## config.mk

```make
export PLATFORM = sky130hd
export DESIGN_NAME = epm_regs
export DESIGN_NICKNAME = d
export VERILOG_FILES = /design/src/rtl/epm_pkg.sv /design/src/rtl/epm_regs.sv
export SDC_FILE = /design/constraint.sdc
export NUM_CORES = 1
export LEC_CHECK = 0
export BUFFER_PORTS_ARGS = -buffer_cell sky130_fd_sc_hd__buf_2
export CORE_UTILIZATION = 56
export DETAILED_ROUTE_END_ITERATION = 8
export GPL_TIMING_DRIVEN = 0
export PLACE_DENSITY = 0.84
export REMOVE_ABC_BUFFERS = 1
export SYNTH_ARGS = -nofsm -noshare
export SYNTH_HDL_FRONTEND = slang
export SYNTH_SLANG_ARGS = --single-unit
```

## constraint.sdc

```tcl
create_clock -name mclk -period 4.2 [get_ports mclk]
set_clock_uncertainty 0.1 [all_clocks]
set_input_delay 0.84 -clock mclk [delete_from_list [all_inputs] [get_ports mclk]]
set_output_delay 0.84 -clock mclk [all_outputs]
set_load 0.03 [all_outputs]
```

## src/rtl/epm_pkg.sv

```systemverilog
// Package for the extended page 1 media control register bank.
// Assumes an APB slave with 32-bit data; register offsets are word indices.
package epm_pkg;

  // Page select values
  localparam logic [15:0] PAGE_MAIN  = 16'h0000;
  localparam logic [15:0] PAGE_EXT1  = 16'h0001;

  // Register indices (byte address is four times the index)
  localparam logic [4:0] IDX_UPPER_LO = 5'h10;
  localparam logic [4:0] IDX_SMC      = 5'h10;
  localparam logic [4:0] IDX_CRC      = 5'h12;
  localparam logic [4:0] IDX_EMC      = 5'h13;
  localparam logic [4:0] IDX_PAGE     = 5'h1f;
  // Own registers beyond the PHY map (word indices 32 and up)
  localparam logic [5:0] IDX_IRQ_STAT = 6'h20;
  localparam logic [5:0] IDX_IRQ_EN   = 6'h21;
  localparam logic [5:0] IDX_IRQ_CLR  = 6'h22;
  localparam logic [5:0] IDX_CTRL     = 6'h23;

  // Field positions
  localparam int SMC_TXRF_LSB  = 14;
  localparam int SMC_LPRF_LSB  = 12;
  localparam int SMC_ALLOW_1GX = 9;
  localparam int SMC_ALLOW_FX  = 8;
  localparam int SMC_FEF       = 6;
  localparam int CRC_SEEN      = 15;
  localparam int EMC_LED_LSB   = 12;
  localparam int EMC_BLINK     = 11;
  localparam int EMC_FLF       = 4;
  localparam int EMC_MDIX_LSB  = 2;
  localparam int EMC_SDPOL     = 0;

  // Writable masks and reset values
  localparam logic [15:0] SMC_WMASK = 16'hc300;
  localparam logic [15:0] SMC_RST   = 16'h0300;
  localparam logic [15:0] EMC_WMASK = 16'hf81d;
  localparam logic [15:0] EMC_RST   = 16'h0000;
  localparam logic [15:0] SMC_STICKY = 16'h0300;

  // Counter wrap point
  localparam logic [13:0] CRC_MAX = 14'd9999;

  // Interrupt bits
  localparam int IRQ_FEF  = 0;
  localparam int IRQ_PKT  = 1;
  localparam int IRQ_WRAP = 2;
  localparam int IRQ_W    = 3;

endpackage

```

## src/rtl/epm_regs.sv

```systemverilog
// Extended page 1 register bank: media control, CRC good counter, mode control.
// Assumes APB master on mclk, media events as single-cycle pulses in mclk domain.
`timescale 1ns/1ps

module epm_regs (
  // Clock and reset
  input  wire logic        mclk,
  input  wire logic        rst_n,
  // APB slave
  input  wire logic        psel,
  input  wire logic        penable,
  input  wire logic        pwrite,
  input  wire logic [7:0]  paddr,
  input  wire logic [31:0] pwdata,
  output logic      [31:0] prdata,
  output logic             pready,
  output logic             pslverr,
  // Port identity and soft reset
  input  wire logic [1:0]  port_id,
  input  wire logic        soft_reset,
  // Media status inputs
  input  wire logic [1:0]  link_partner_rf,
  input  wire logic        fef_event,
  input  wire logic        crc_good_pkt,
  input  wire logic        signal_detect_input,
  // Media control outputs
  output logic      [1:0]  tx_remote_fault,
  output logic             allow_1000x,
  output logic             allow_100fx,
  output logic      [3:0]  led_ext_mode,
  output logic             led_blink_after_hold,
  output logic             fast_link_fail_en,
  output logic      [1:0]  mdix_mode,
  output logic             signal_detect,
  output logic             page1_active,
  // Interrupt
  output logic             irq
);

  // Register state
  logic [15:0]             page_r;        // Page select
  logic [1:0]              txrf_r;        // Transmit remote fault
  logic [1:0]              lprf_r;        // Received remote fault
  logic                    al1g_r;        // Sticky 1000BASE-X allow
  logic                    alfx_r;        // Sticky 100BASE-FX allow
  logic                    fef_r;         // Far end fault flag
  logic                    seen_r;        // Packet since last read
  logic [13:0]             cnt_r;         // Good CRC count
  logic [15:0]             emc_r;         // Mode control
  logic [epm_pkg::IRQ_W-1:0] ist_r;       // Sticky interrupt status
  logic [epm_pkg::IRQ_W-1:0] ien_r;       // Interrupt enable
  logic [15:0]             smc_v;         // Assembled media control word
  logic [15:0]             crc_v;         // Assembled counter word
  logic [15:0]             rd_v;          // Read mux output
  logic                    hit_v;         // Address decodes
  logic                    acc;           // Access phase
  logic                    wr;            // Write strobe
  logic                    rd;            // Read strobe
  logic                    rd_smc;        // Read of media control
  logic                    rd_crc;        // Read of counter
  logic                    wrap_v;        // Counter wraps this cycle

  // Word index decode from byte address
  function automatic logic [5:0] widx(input logic [7:0] a);
    widx = a[7:2];
  endfunction

  // Extended slot is live only with page 1 and the word index of that slot
  function automatic logic ext_hit(input logic [5:0] i, input logic [4:0] r,
                                   input logic [15:0] pg);
    ext_hit = (pg == epm_pkg::PAGE_EXT1) && (i == {1'b0, r});
  endfunction

  // Single-cycle access; APB answers in the first access cycle
  assign acc    = psel && penable;
  assign wr     = acc && pwrite;
  assign rd     = acc && !pwrite;
  assign rd_smc = rd && ext_hit(widx(paddr), epm_pkg::IDX_SMC, page_r);
  assign rd_crc = rd && ext_hit(widx(paddr), epm_pkg::IDX_CRC, page_r);
  assign wrap_v = crc_good_pkt && (cnt_r == epm_pkg::CRC_MAX);

  // Assembled views, reserved bits zero
  always_comb begin
    smc_v = 16'h0000;
    smc_v[epm_pkg::SMC_TXRF_LSB +: 2] = txrf_r;
    smc_v[epm_pkg::SMC_LPRF_LSB +: 2] = lprf_r;
    smc_v[epm_pkg::SMC_ALLOW_1GX]     = al1g_r;
    smc_v[epm_pkg::SMC_ALLOW_FX]      = alfx_r;
    smc_v[epm_pkg::SMC_FEF]           = fef_r;
    crc_v = {seen_r, 1'b0, cnt_r};
  end

  // Read mux; unmapped and main-page upper slots read zero
  always_comb begin
    rd_v  = 16'h0000;
    hit_v = 1'b1;
    if (widx(paddr) == {1'b0, epm_pkg::IDX_PAGE}) begin
      rd_v = page_r;
    end else if (ext_hit(widx(paddr), epm_pkg::IDX_SMC, page_r)) begin
      rd_v = smc_v;
    end else if (ext_hit(widx(paddr), epm_pkg::IDX_CRC, page_r)) begin
      rd_v = crc_v;
    end else if (ext_hit(widx(paddr), epm_pkg::IDX_EMC, page_r)) begin
      rd_v = emc_r;
    end else if (widx(paddr) == epm_pkg::IDX_IRQ_STAT) begin
      rd_v = {13'h0000, ist_r};
    end else if (widx(paddr) == epm_pkg::IDX_IRQ_EN) begin
      rd_v = {13'h0000, ien_r};
    end else if (widx(paddr) == epm_pkg::IDX_IRQ_CLR) begin
      rd_v = 16'h0000;
    end else if (widx(paddr) < {1'b0, epm_pkg::IDX_UPPER_LO}) begin
      rd_v = 16'h0000;
    end else if (widx(paddr) < {1'b0, epm_pkg::IDX_PAGE}) begin
      rd_v = 16'h0000;
    end else begin
      hit_v = 1'b0;
    end
  end

  // APB answer: ready in access phase, error on unmapped word
  always_ff @(posedge mclk) begin
    if (!rst_n) begin
      prdata  <= 32'h0000_0000;
      pready  <= 1'b0;
      pslverr <= 1'b0;
    end else begin
      pready  <= psel && !penable;
      pslverr <= psel && !penable && !hit_v;
      prdata  <= (psel && !penable && !pwrite) ? {16'h0000, rd_v} : 32'h0000_0000;
    end
  end

  // Page select register; any value is stored, only 0x0001 opens page 1
  always_ff @(posedge mclk) begin
    if (!rst_n) begin
      page_r <= epm_pkg::PAGE_MAIN;
    end else if (wr && pready && widx(paddr) == {1'b0, epm_pkg::IDX_PAGE}) begin
      page_r <= pwdata[15:0];
    end
  end

  // Media control writable and sticky fields
  always_ff @(posedge mclk) begin
    if (!rst_n) begin
      txrf_r <= 2'h0;
      al1g_r <= epm_pkg::SMC_RST[epm_pkg::SMC_ALLOW_1GX];
      alfx_r <= epm_pkg::SMC_RST[epm_pkg::SMC_ALLOW_FX];
    end else if (soft_reset) begin
      txrf_r <= 2'h0;
    end else if (wr && pready && ext_hit(widx(paddr), epm_pkg::IDX_SMC, page_r)) begin
      txrf_r <= pwdata[epm_pkg::SMC_TXRF_LSB +: 2];
      al1g_r <= pwdata[epm_pkg::SMC_ALLOW_1GX];
      alfx_r <= pwdata[epm_pkg::SMC_ALLOW_FX];
    end
  end

  // Received remote fault follows the link partner
  always_ff @(posedge mclk) begin
    if (!rst_n) begin
      lprf_r <= 2'h0;
    end else begin
      lprf_r <= link_partner_rf;
    end
  end

  // Far end fault; a new event wins over the read clear
  always_ff @(posedge mclk) begin
    if (!rst_n) begin
      fef_r <= 1'b0;
    end else if (fef_event) begin
      fef_r <= 1'b1;
    end else if (rd_smc && pready) begin
      fef_r <= 1'b0;
    end
  end

  // Good CRC counter; a packet in the read cycle restarts at one
  always_ff @(posedge mclk) begin
    if (!rst_n) begin
      cnt_r  <= 14'h0000;
      seen_r <= 1'b0;
    end else if (rd_crc && pready) begin
      cnt_r  <= crc_good_pkt ? 14'h0001 : 14'h0000;
      seen_r <= crc_good_pkt;
    end else if (crc_good_pkt) begin
      cnt_r  <= wrap_v ? 14'h0000 : cnt_r + 14'h0001;
      seen_r <= 1'b1;
    end
  end

  // Mode control; fast link fail taken only on port 0
  always_ff @(posedge mclk) begin
    if (!rst_n) begin
      emc_r <= epm_pkg::EMC_RST;
    end else if (soft_reset) begin
      emc_r <= epm_pkg::EMC_RST;
    end else if (wr && pready && ext_hit(widx(paddr), epm_pkg::IDX_EMC, page_r)) begin
      emc_r <= pwdata[15:0] & epm_pkg::EMC_WMASK;
      if (port_id != 2'h0) begin
        emc_r[epm_pkg::EMC_FLF] <= emc_r[epm_pkg::EMC_FLF];
      end
    end
  end

  // Interrupt enable and sticky status; set beats clear
  always_ff @(posedge mclk) begin
    if (!rst_n) begin
      ien_r <= 3'h0;
      ist_r <= 3'h0;
    end else begin
      if (wr && pready && widx(paddr) == epm_pkg::IDX_IRQ_EN) begin
        ien_r <= pwdata[epm_pkg::IRQ_W-1:0];
      end
      ist_r <= (ist_r & ~((wr && pready && widx(paddr) == epm_pkg::IDX_IRQ_CLR)
                          ? pwdata[epm_pkg::IRQ_W-1:0] : 3'h0))
               | {wrap_v, crc_good_pkt, fef_event};
    end
  end

  // Registered outputs toward media and LED logic
  always_ff @(posedge mclk) begin
    if (!rst_n) begin
      tx_remote_fault      <= 2'h0;
      allow_1000x          <= 1'b0;
      allow_100fx          <= 1'b0;
      led_ext_mode         <= 4'h0;
      led_blink_after_hold <= 1'b0;
      fast_link_fail_en    <= 1'b0;
      mdix_mode            <= 2'h0;
      signal_detect        <= 1'b0;
      page1_active         <= 1'b0;
      irq                  <= 1'b0;
    end else begin
      tx_remote_fault      <= txrf_r;
      allow_1000x          <= al1g_r;
      allow_100fx          <= alfx_r;
      led_ext_mode         <= emc_r[epm_pkg::EMC_LED_LSB +: 4];
      led_blink_after_hold <= emc_r[epm_pkg::EMC_BLINK];
      fast_link_fail_en    <= emc_r[epm_pkg::EMC_FLF];
      mdix_mode            <= emc_r[epm_pkg::EMC_MDIX_LSB +: 2];
      signal_detect        <= signal_detect_input ^ emc_r[epm_pkg::EMC_SDPOL];
      page1_active         <= (page_r == epm_pkg::PAGE_EXT1);
      irq                  <= |(ist_r & ien_r);
    end
  end

  // Checks
  property p_fef_read_clear;
    @(posedge mclk) disable iff (!rst_n)
    (rd_smc && pready && !fef_event) |=> !fef_r;
  endproperty
  a_fef_read_clear: assert property (p_fef_read_clear) else $error("fault flag kept");
  property p_fef_set;
    @(posedge mclk) disable iff (!rst_n) fef_event |=> fef_r;
  endproperty
  a_fef_set: assert property (p_fef_set) else $error("fault flag lost");
  property p_cnt_wrap;
    @(posedge mclk) disable iff (!rst_n)
    (crc_good_pkt && !(rd_crc && pready) && cnt_r == epm_pkg::CRC_MAX) |=> cnt_r == 14'h0000;
  endproperty
  a_cnt_wrap: assert property (p_cnt_wrap) else $error("counter wrap wrong");
  property p_cnt_range;
    @(posedge mclk) disable iff (!rst_n) cnt_r <= epm_pkg::CRC_MAX;
  endproperty
  a_cnt_range: assert property (p_cnt_range) else $error("counter out of range");
  property p_seen;
    @(posedge mclk) disable iff (!rst_n) crc_good_pkt |=> seen_r;
  endproperty
  a_seen: assert property (p_seen) else $error("packet flag lost");
  property p_page_sel;
    @(posedge mclk) disable iff (!rst_n)
    (wr && pready && widx(paddr) == 6'h1f && pwdata[15:0] == 16'h0001) |=> ##1 page1_active;
  endproperty
  a_page_sel: assert property (p_page_sel) else $error("page 1 not selected");
  property p_page_main;
    @(posedge mclk) disable iff (!rst_n)
    (wr && pready && widx(paddr) == 6'h1f && pwdata[15:0] == 16'h0000) |=> ##1 !page1_active;
  endproperty
  a_page_main: assert property (p_page_main) else $error("main page not restored");
  property p_flf_port0;
    @(posedge mclk) disable iff (!rst_n)
    (port_id != 2'h0 && !soft_reset) |=> $stable(emc_r[4]);
  endproperty
  a_flf_port0: assert property (p_flf_port0) else $error("fast fail set off port 0");
  property p_sdpol;
    @(posedge mclk) disable iff (!rst_n)
    ##1 signal_detect == ($past(signal_detect_input) ^ $past(emc_r[0]));
  endproperty
  a_sdpol: assert property (p_sdpol) else $error("signal detect polarity");
  c_wrap: cover property (@(posedge mclk) disable iff (!rst_n) wrap_v);
  c_fef_clear: cover property (@(posedge mclk) disable iff (!rst_n) rd_smc && pready && fef_r);
  c_irq: cover property (@(posedge mclk) disable iff (!rst_n) irq);
  c_soft: cover property (@(posedge mclk) disable iff (!rst_n) soft_reset && al1g_r);

  // Counter read without a packet leaves an empty, unflagged counter
  property p_cnt_read_clear;
    @(posedge mclk) disable iff (!rst_n)
    (rd_crc && pready && !crc_good_pkt) |=> (cnt_r == 14'h0000 && !seen_r);
  endproperty
  a_cnt_read_clear: assert property (p_cnt_read_clear) else $error("counter not cleared");

  // Each good packet below the wrap point adds exactly one
  property p_cnt_step;
    @(posedge mclk) disable iff (!rst_n)
    (crc_good_pkt && !(rd_crc && pready) && cnt_r != epm_pkg::CRC_MAX)
      |=> cnt_r == $past(cnt_r) + 14'h0001;
  endproperty
  a_cnt_step: assert property (p_cnt_step) else $error("counter step wrong");

  // Soft reset must not touch the sticky allow bits
  property p_sticky_soft;
    @(posedge mclk) disable iff (!rst_n)
    soft_reset |=> ($stable(al1g_r) && $stable(alfx_r));
  endproperty
  a_sticky_soft: assert property (p_sticky_soft) else $error("sticky bit lost");

  // Soft reset returns the non-sticky fields to their defaults
  property p_soft_clear;
    @(posedge mclk) disable iff (!rst_n)
    soft_reset |=> (txrf_r == 2'h0 && emc_r == epm_pkg::EMC_RST);
  endproperty
  a_soft_clear: assert property (p_soft_clear) else $error("soft reset missed");

  // Reserved mode control bits never hold a one
  property p_emc_reserved;
    @(posedge mclk) disable iff (!rst_n)
    (emc_r & ~epm_pkg::EMC_WMASK) == 16'h0000;
  endproperty
  a_emc_reserved: assert property (p_emc_reserved) else $error("reserved bit set");

  // Upper slots on the main page read back zero
  property p_main_upper_zero;
    @(posedge mclk) disable iff (!rst_n)
    (psel && !penable && !pwrite && page_r != epm_pkg::PAGE_EXT1
     && widx(paddr) >= {1'b0, epm_pkg::IDX_UPPER_LO}
     && widx(paddr) < {1'b0, epm_pkg::IDX_PAGE}) |=> prdata == 32'h0000_0000;
  endproperty
  a_main_upper_zero: assert property (p_main_upper_zero) else $error("main slot not zero");

  // Level interrupt trails enabled status by one cycle
  property p_irq_level;
    @(posedge mclk) disable iff (!rst_n)
    ##1 irq == $past(|(ist_r & ien_r));
  endproperty
  a_irq_level: assert property (p_irq_level) else $error("interrupt level wrong");

  // Received remote fault tracks the link partner input
  property p_lprf;
    @(posedge mclk) disable iff (!rst_n)
    ##1 lprf_r == $past(link_partner_rf);
  endproperty
  a_lprf: assert property (p_lprf) else $error("remote fault not tracked");

  // Transmitted remote fault pin follows its field
  property p_txrf_out;
    @(posedge mclk) disable iff (!rst_n)
    ##1 tx_remote_fault == $past(txrf_r);
  endproperty
  a_txrf_out: assert property (p_txrf_out) else $error("remote fault pin wrong");

endmodule // epm_regs

```

* After elaboration in Yosys (flattened, before gate mapping)
Cells that the tools add are included.
** Storage, ports and cells
- Bits in registers :: 102
- Bits of input ports :: 53
- Output and inout port bits :: 49
- Logic and storage cells :: 101
** Operators by class
- $add $sub $neg :: 1
- Order comparisons :: 2
- Equality and inequality tests :: 9
- Muxes and demuxes :: 24
- Bitwise logic cells :: 8
- Reduce and logical (&&, ||, !) cells :: 31
** Operators by type and width (count)
- $mux W16 :: 4
- $mux W14 :: 3
- $eq A6 B5 Y1 const B :: 4
- $logic_and A1 B1 Y1 :: 20
- $eq A6 B6 Y1 const B :: 3
- $eq A16 B1 Y1 const B :: 1
- $add A14 B1 Y14 const B :: 1
- $eq A14 B14 Y1 const B :: 1
- $mux W1 :: 14
- $lt A6 B5 Y1 const B :: 2
- $mux W3 :: 3
- $and A3 B3 Y3 :: 2
- $reduce_and A2 Y1 :: 3
- $reduce_bool A2 Y1 :: 3
- $logic_not A1 Y1 :: 3
- $not A1 Y1 :: 3
- $not A3 Y3 :: 1
- $or A3 B3 Y3 :: 1
- $reduce_or A3 Y1 :: 1
- $reduce_or A2 Y1 :: 1
- $xor A1 B1 Y1 :: 1

* Depth between registers and ports, before layout
- Depth in word-level cells :: 12
- Mapped depth :: 7
- Gate-level depth less buffers :: 6

* Worst setup path before layout
OpenSTA, ideal clock, no wires.
- Path kind :: input to register
- Start :: input paddr[3]
- End :: register page_r[10]
- Arrival :: 2143 ps
- Required time :: 3972 ps
- Slack :: 1830 ps
- Stages on the path :: 6
- Path buffers :: 2
- Cells stage by stage :: clkbuf_1 nand2_1 nor3_2 buf_6 mux2i_1 nor2_1
** Between the ends
- Cells in the longest elaborated chain, start to end :: 2
** Ends and longest elaborated chain
- start, declared :: line epm_regs.sv:13 : input wire logic [7:0] paddr,
- $eq A6 B5 Y1 :: line epm_regs.sv:137 : end else if (wr && pready && widx(paddr) == {1'b0, epm_pkg::IDX_PAGE}) begin
- $logic_and A1 B1 Y1 :: line epm_regs.sv:137
- end signal, assigned :: line epm_regs.sv:136 : page_r <= epm_pkg::PAGE_MAIN;
- end signal, assigned :: line epm_regs.sv:138 : page_r <= pwdata[15:0];
- end, declared :: line epm_regs.sv:41 : logic [15:0] page_r;
No other way between the ends.
A chain may end at the register's enable or synchronous reset.

* Final worst setup path
- Start :: input rst_n
- End :: register prdata[6]
** Between the ends
- Cells in the longest elaborated chain, start to end :: 1
** Ends and longest elaborated chain
- start, declared :: line epm_regs.sv:8 : input wire logic rst_n,
- $reduce_and A2 Y1 (no source line)
- end signal, assigned :: line epm_regs.sv:129 : prdata <= (psel && !penable && !pwrite) ? {16'h0000, rd_v} : 32'h0000_0000;
- end, declared :: line epm_regs.sv:15 : output logic [31:0] prdata,
No other way between the ends.

==> out/qor.yml <==
critical_path:
  required_ps: 4370
  crit_type: "in -> reg"
  cp_max_fo: 28
  end_kind: "flip-flop"
  critPathLaunchType: "input pin"
  crit_arrival_ps: 3790
status:
  violations: "DRC"
  outcome: "finished with violations"
pwr:
  p_leak_nw: 1.69
  p_int_w: 0.00125
  p_per_area_mw_per_mm2: 383
  p_switching_w: 0.000389
  pwr-share-seq_pct: 50.4
  swShare_pct: 23.7
  vdd_drop_max_mv: 0.245
  clkPwrFrac_pct: 43.7
  combPwrFrac_pct: 5.8
finish:
  diodes: 0
  stdcell_count: 541
  nFillCells: 492
  drive_above_1_share_pct: 22.6
  fin_nets: 513
  area_delta_synth_final_pct: 14.2
logic_synthesis:
  ys_ff_latch: 86
  synth_top_cell_area_share_pct: 45.9
  avgSynthCellArea_um2: 9.38
  postSynthCellCount: 400
  yosys-top-cells-count: "86 x dfxtp_1, 42 x nor2_1, 39 x nand2_1, 31 x a21oi_1, 25 x mux2i_1"
  synth_top_cell_by_area: "dfxtp_1"
  synth_cell_type_count: 57
  synth_area_mm2: 0.00375
  synth.area.top_cells: "dfxtp_1 46%, mux2i_1 6.7%, nor2_1 4.2%, a21oi_1 4.1%, nand2_1 3.9%"
  ys.flop_type: "dfxtp_1"
  synth_most_common_cell: "dfxtp_1"
  synth_warnings: 0
  synth_edf_count: 0
  async_flop_share_pct: 0
  yosysSeqAreaShare_pct: 45.9
timing:
  tightest_slew_ps: 1300
  rsz0062_at_grt: "false"
  tns_ps: 0
  fin_crit_ps: 3620
  post-route-period-util_pct: 86.3
  finalHoldViolCount: 0
  relSlewSlack_pct: 13.0
  setup_viol: 0
  max_freq_mhz: 276
  drv_slew: 0
place:
  portBuffers: 67
  dp_cells: 525
  gp_congestion: 0.851
  hpwl_um: 6130
routing:
  wl_per_cell_um: 16.6
  vias: 3267
  route.detailed.drc: 14
  first_pass_iters: 7
  ant_nets: 0
  vias_per_cell: 6.04
  drtIter0Drc: 282
  finalWirelength_um: 9000
clock_network:
  root_buffer: "clkbuf_8"
  cts.clk_slew.worst_paths_ps: 90
  cts_buffer_depth: 2
  htreeDepth: 3
  cts_setup_buffers: 0
  cts_hold_buffers: 0
  clock_latency_ps: 370
  clock-sinks: 86
  cts_buffers: 9
  cts_resized: 0
  cts_tree: "yes"
die:
  die_area_mm2: 0.00703
  die_w_um: 83.8
  core_mm2: 0.00642
  die_h_um: 83.8
  start_util_pct: 58.4
  io_pins: 102
  fp-row-count: 29
global_route:
  grt_pass1_wl_um: 14700
  grt_start_max_net_pins: 29
  grt_overflow: 0
  antenna_found_initial: 0
  grt_pass1_vias: 3074
  grt_usage_pct: 26.7
min_path:
  hold_class: "reg -> reg"
run:
  drv_cap: 0
==> power groups by stage <==
stage               clock, W  combinational [W]  sequential, W
floorplan                  0          0.0000480       0.000849
global placement           0          0.0000921       0.000846
detailed placement         0          0.0000935       0.000846
CTS                 0.000719          0.0000941       0.000827
global route        0.000755           0.000103       0.000828
finish              0.000718          0.0000958       0.000827
==> cell families (layout without fill, tap and decap cells) <==
family	after synthesis	in the layout	share of synthesized area [%]
fa+ha+maj	1	1	0.334
buf+inv	40	89	6.50
compound gates	75	75	13.1
xor+xnor	1	1	0.234
flops	86	86	45.9
other cells	1	16	0.100
mux	29	29	7.87
simple gates	167	167	26.0
==> layout make-up <==
cell class                      instances  area, um2  area share, %
Multi-Input combinational cell        289       1850           43.1
Clock inverter                          7        125           2.92
Timing Repair Buffer                   68        350           8.18
Sequential cell                        86       1720           40.2
Tap cell                               77       96.3           2.25
Inverter                                5       18.8          0.438
Clock buffer                            9        124           2.89
==> state kept, by name (all words and copies together) (netlist names), 3 cells and up <==
| signal | cells |
|---|---|
| cnt_r | 14 |
| ist_r | 3 |
| emc_r | 9 |
| prdata | 16 |
| ien_r | 3 |
| led_ext_mode | 4 |
| page_r | 16 |
==> worst max-delay path: stages <==
cell and delay, ps:
buf_2 310, clkinv_1 790, nor3b_1 600, nand2b_1 570, nor4b_4 490, o2bb2ai_1 180
==> stage by stage <==
stage | worst slack (ps) | util, % | area [um2] | power [W] | hold WS (ps)
finish | 575 | 66.7 | 4280 | 0.00164 | 377
global route | 382 | 66.7 | 4280 | 0.00169 | 406
CTS | 618 | 66.7 | 4280 | 0.00164 | 379
detailed placement | 253 | 62.8 | 4040 | 0.000940 | 369
global placement | 299 | 62.5 | 4010 | 0.000938 | 356
floorplan | 1560 | - | 3580 | 0.000897 | 327
==> metal layers <==
metal | GRT usage (%) | part of all wire, % | vias up
met1 | 32.4 | 41 | 1550
met4 | 13.2 | 3.8 | 0
met5 | 0 | 0 | -
met3 | 6.43 | 7.7 | 32
li1 | - | - | 1516
met2 | 44.1 | 47 | 169
==> path summary, 6_finish.rpt <==
check                   from        end  slack, ps  cells past startpoint
setup / recovery       rst_n  prdata[6]        580                      6
hold reg to reg    emc_r[15]  emc_r[15]        380                      2
hold / removal     emc_r[15]  emc_r[15]        380                      2
setup reg to reg  page_r[11]   emc_r[4]       1870                      5
==> cells in the final DEF (no fill, tap or decap), types with 2 or more instances in the layout <==
cell type and count:
dfxtp_1 86, buf_2 67, nor2_1 42, nand2_1 39, a21oi_1 31, mux2i_1 25
and2_1 18, conb_1 16, o21ai_0 12, nand3_1 11, or3_1 10, a22oi_1 9
clkbuf_8 9, and3_1 7, nand4_1 5, inv_1 4, a22o_1 4, mux2_2 4
a32oi_1 4, inv_6 4, nor4_4 3, nor3_1 3, nand2b_1 3, o2bb2ai_1 3
o31ai_1 3, bufinv_16 3, nor4_2 2, nand4b_1 2, nor2b_1 2, nor4b_4 2
or4b_1 2, and4_1 2, nor4_1 2
No activity file was read; power rests on OpenSTA's default activity.
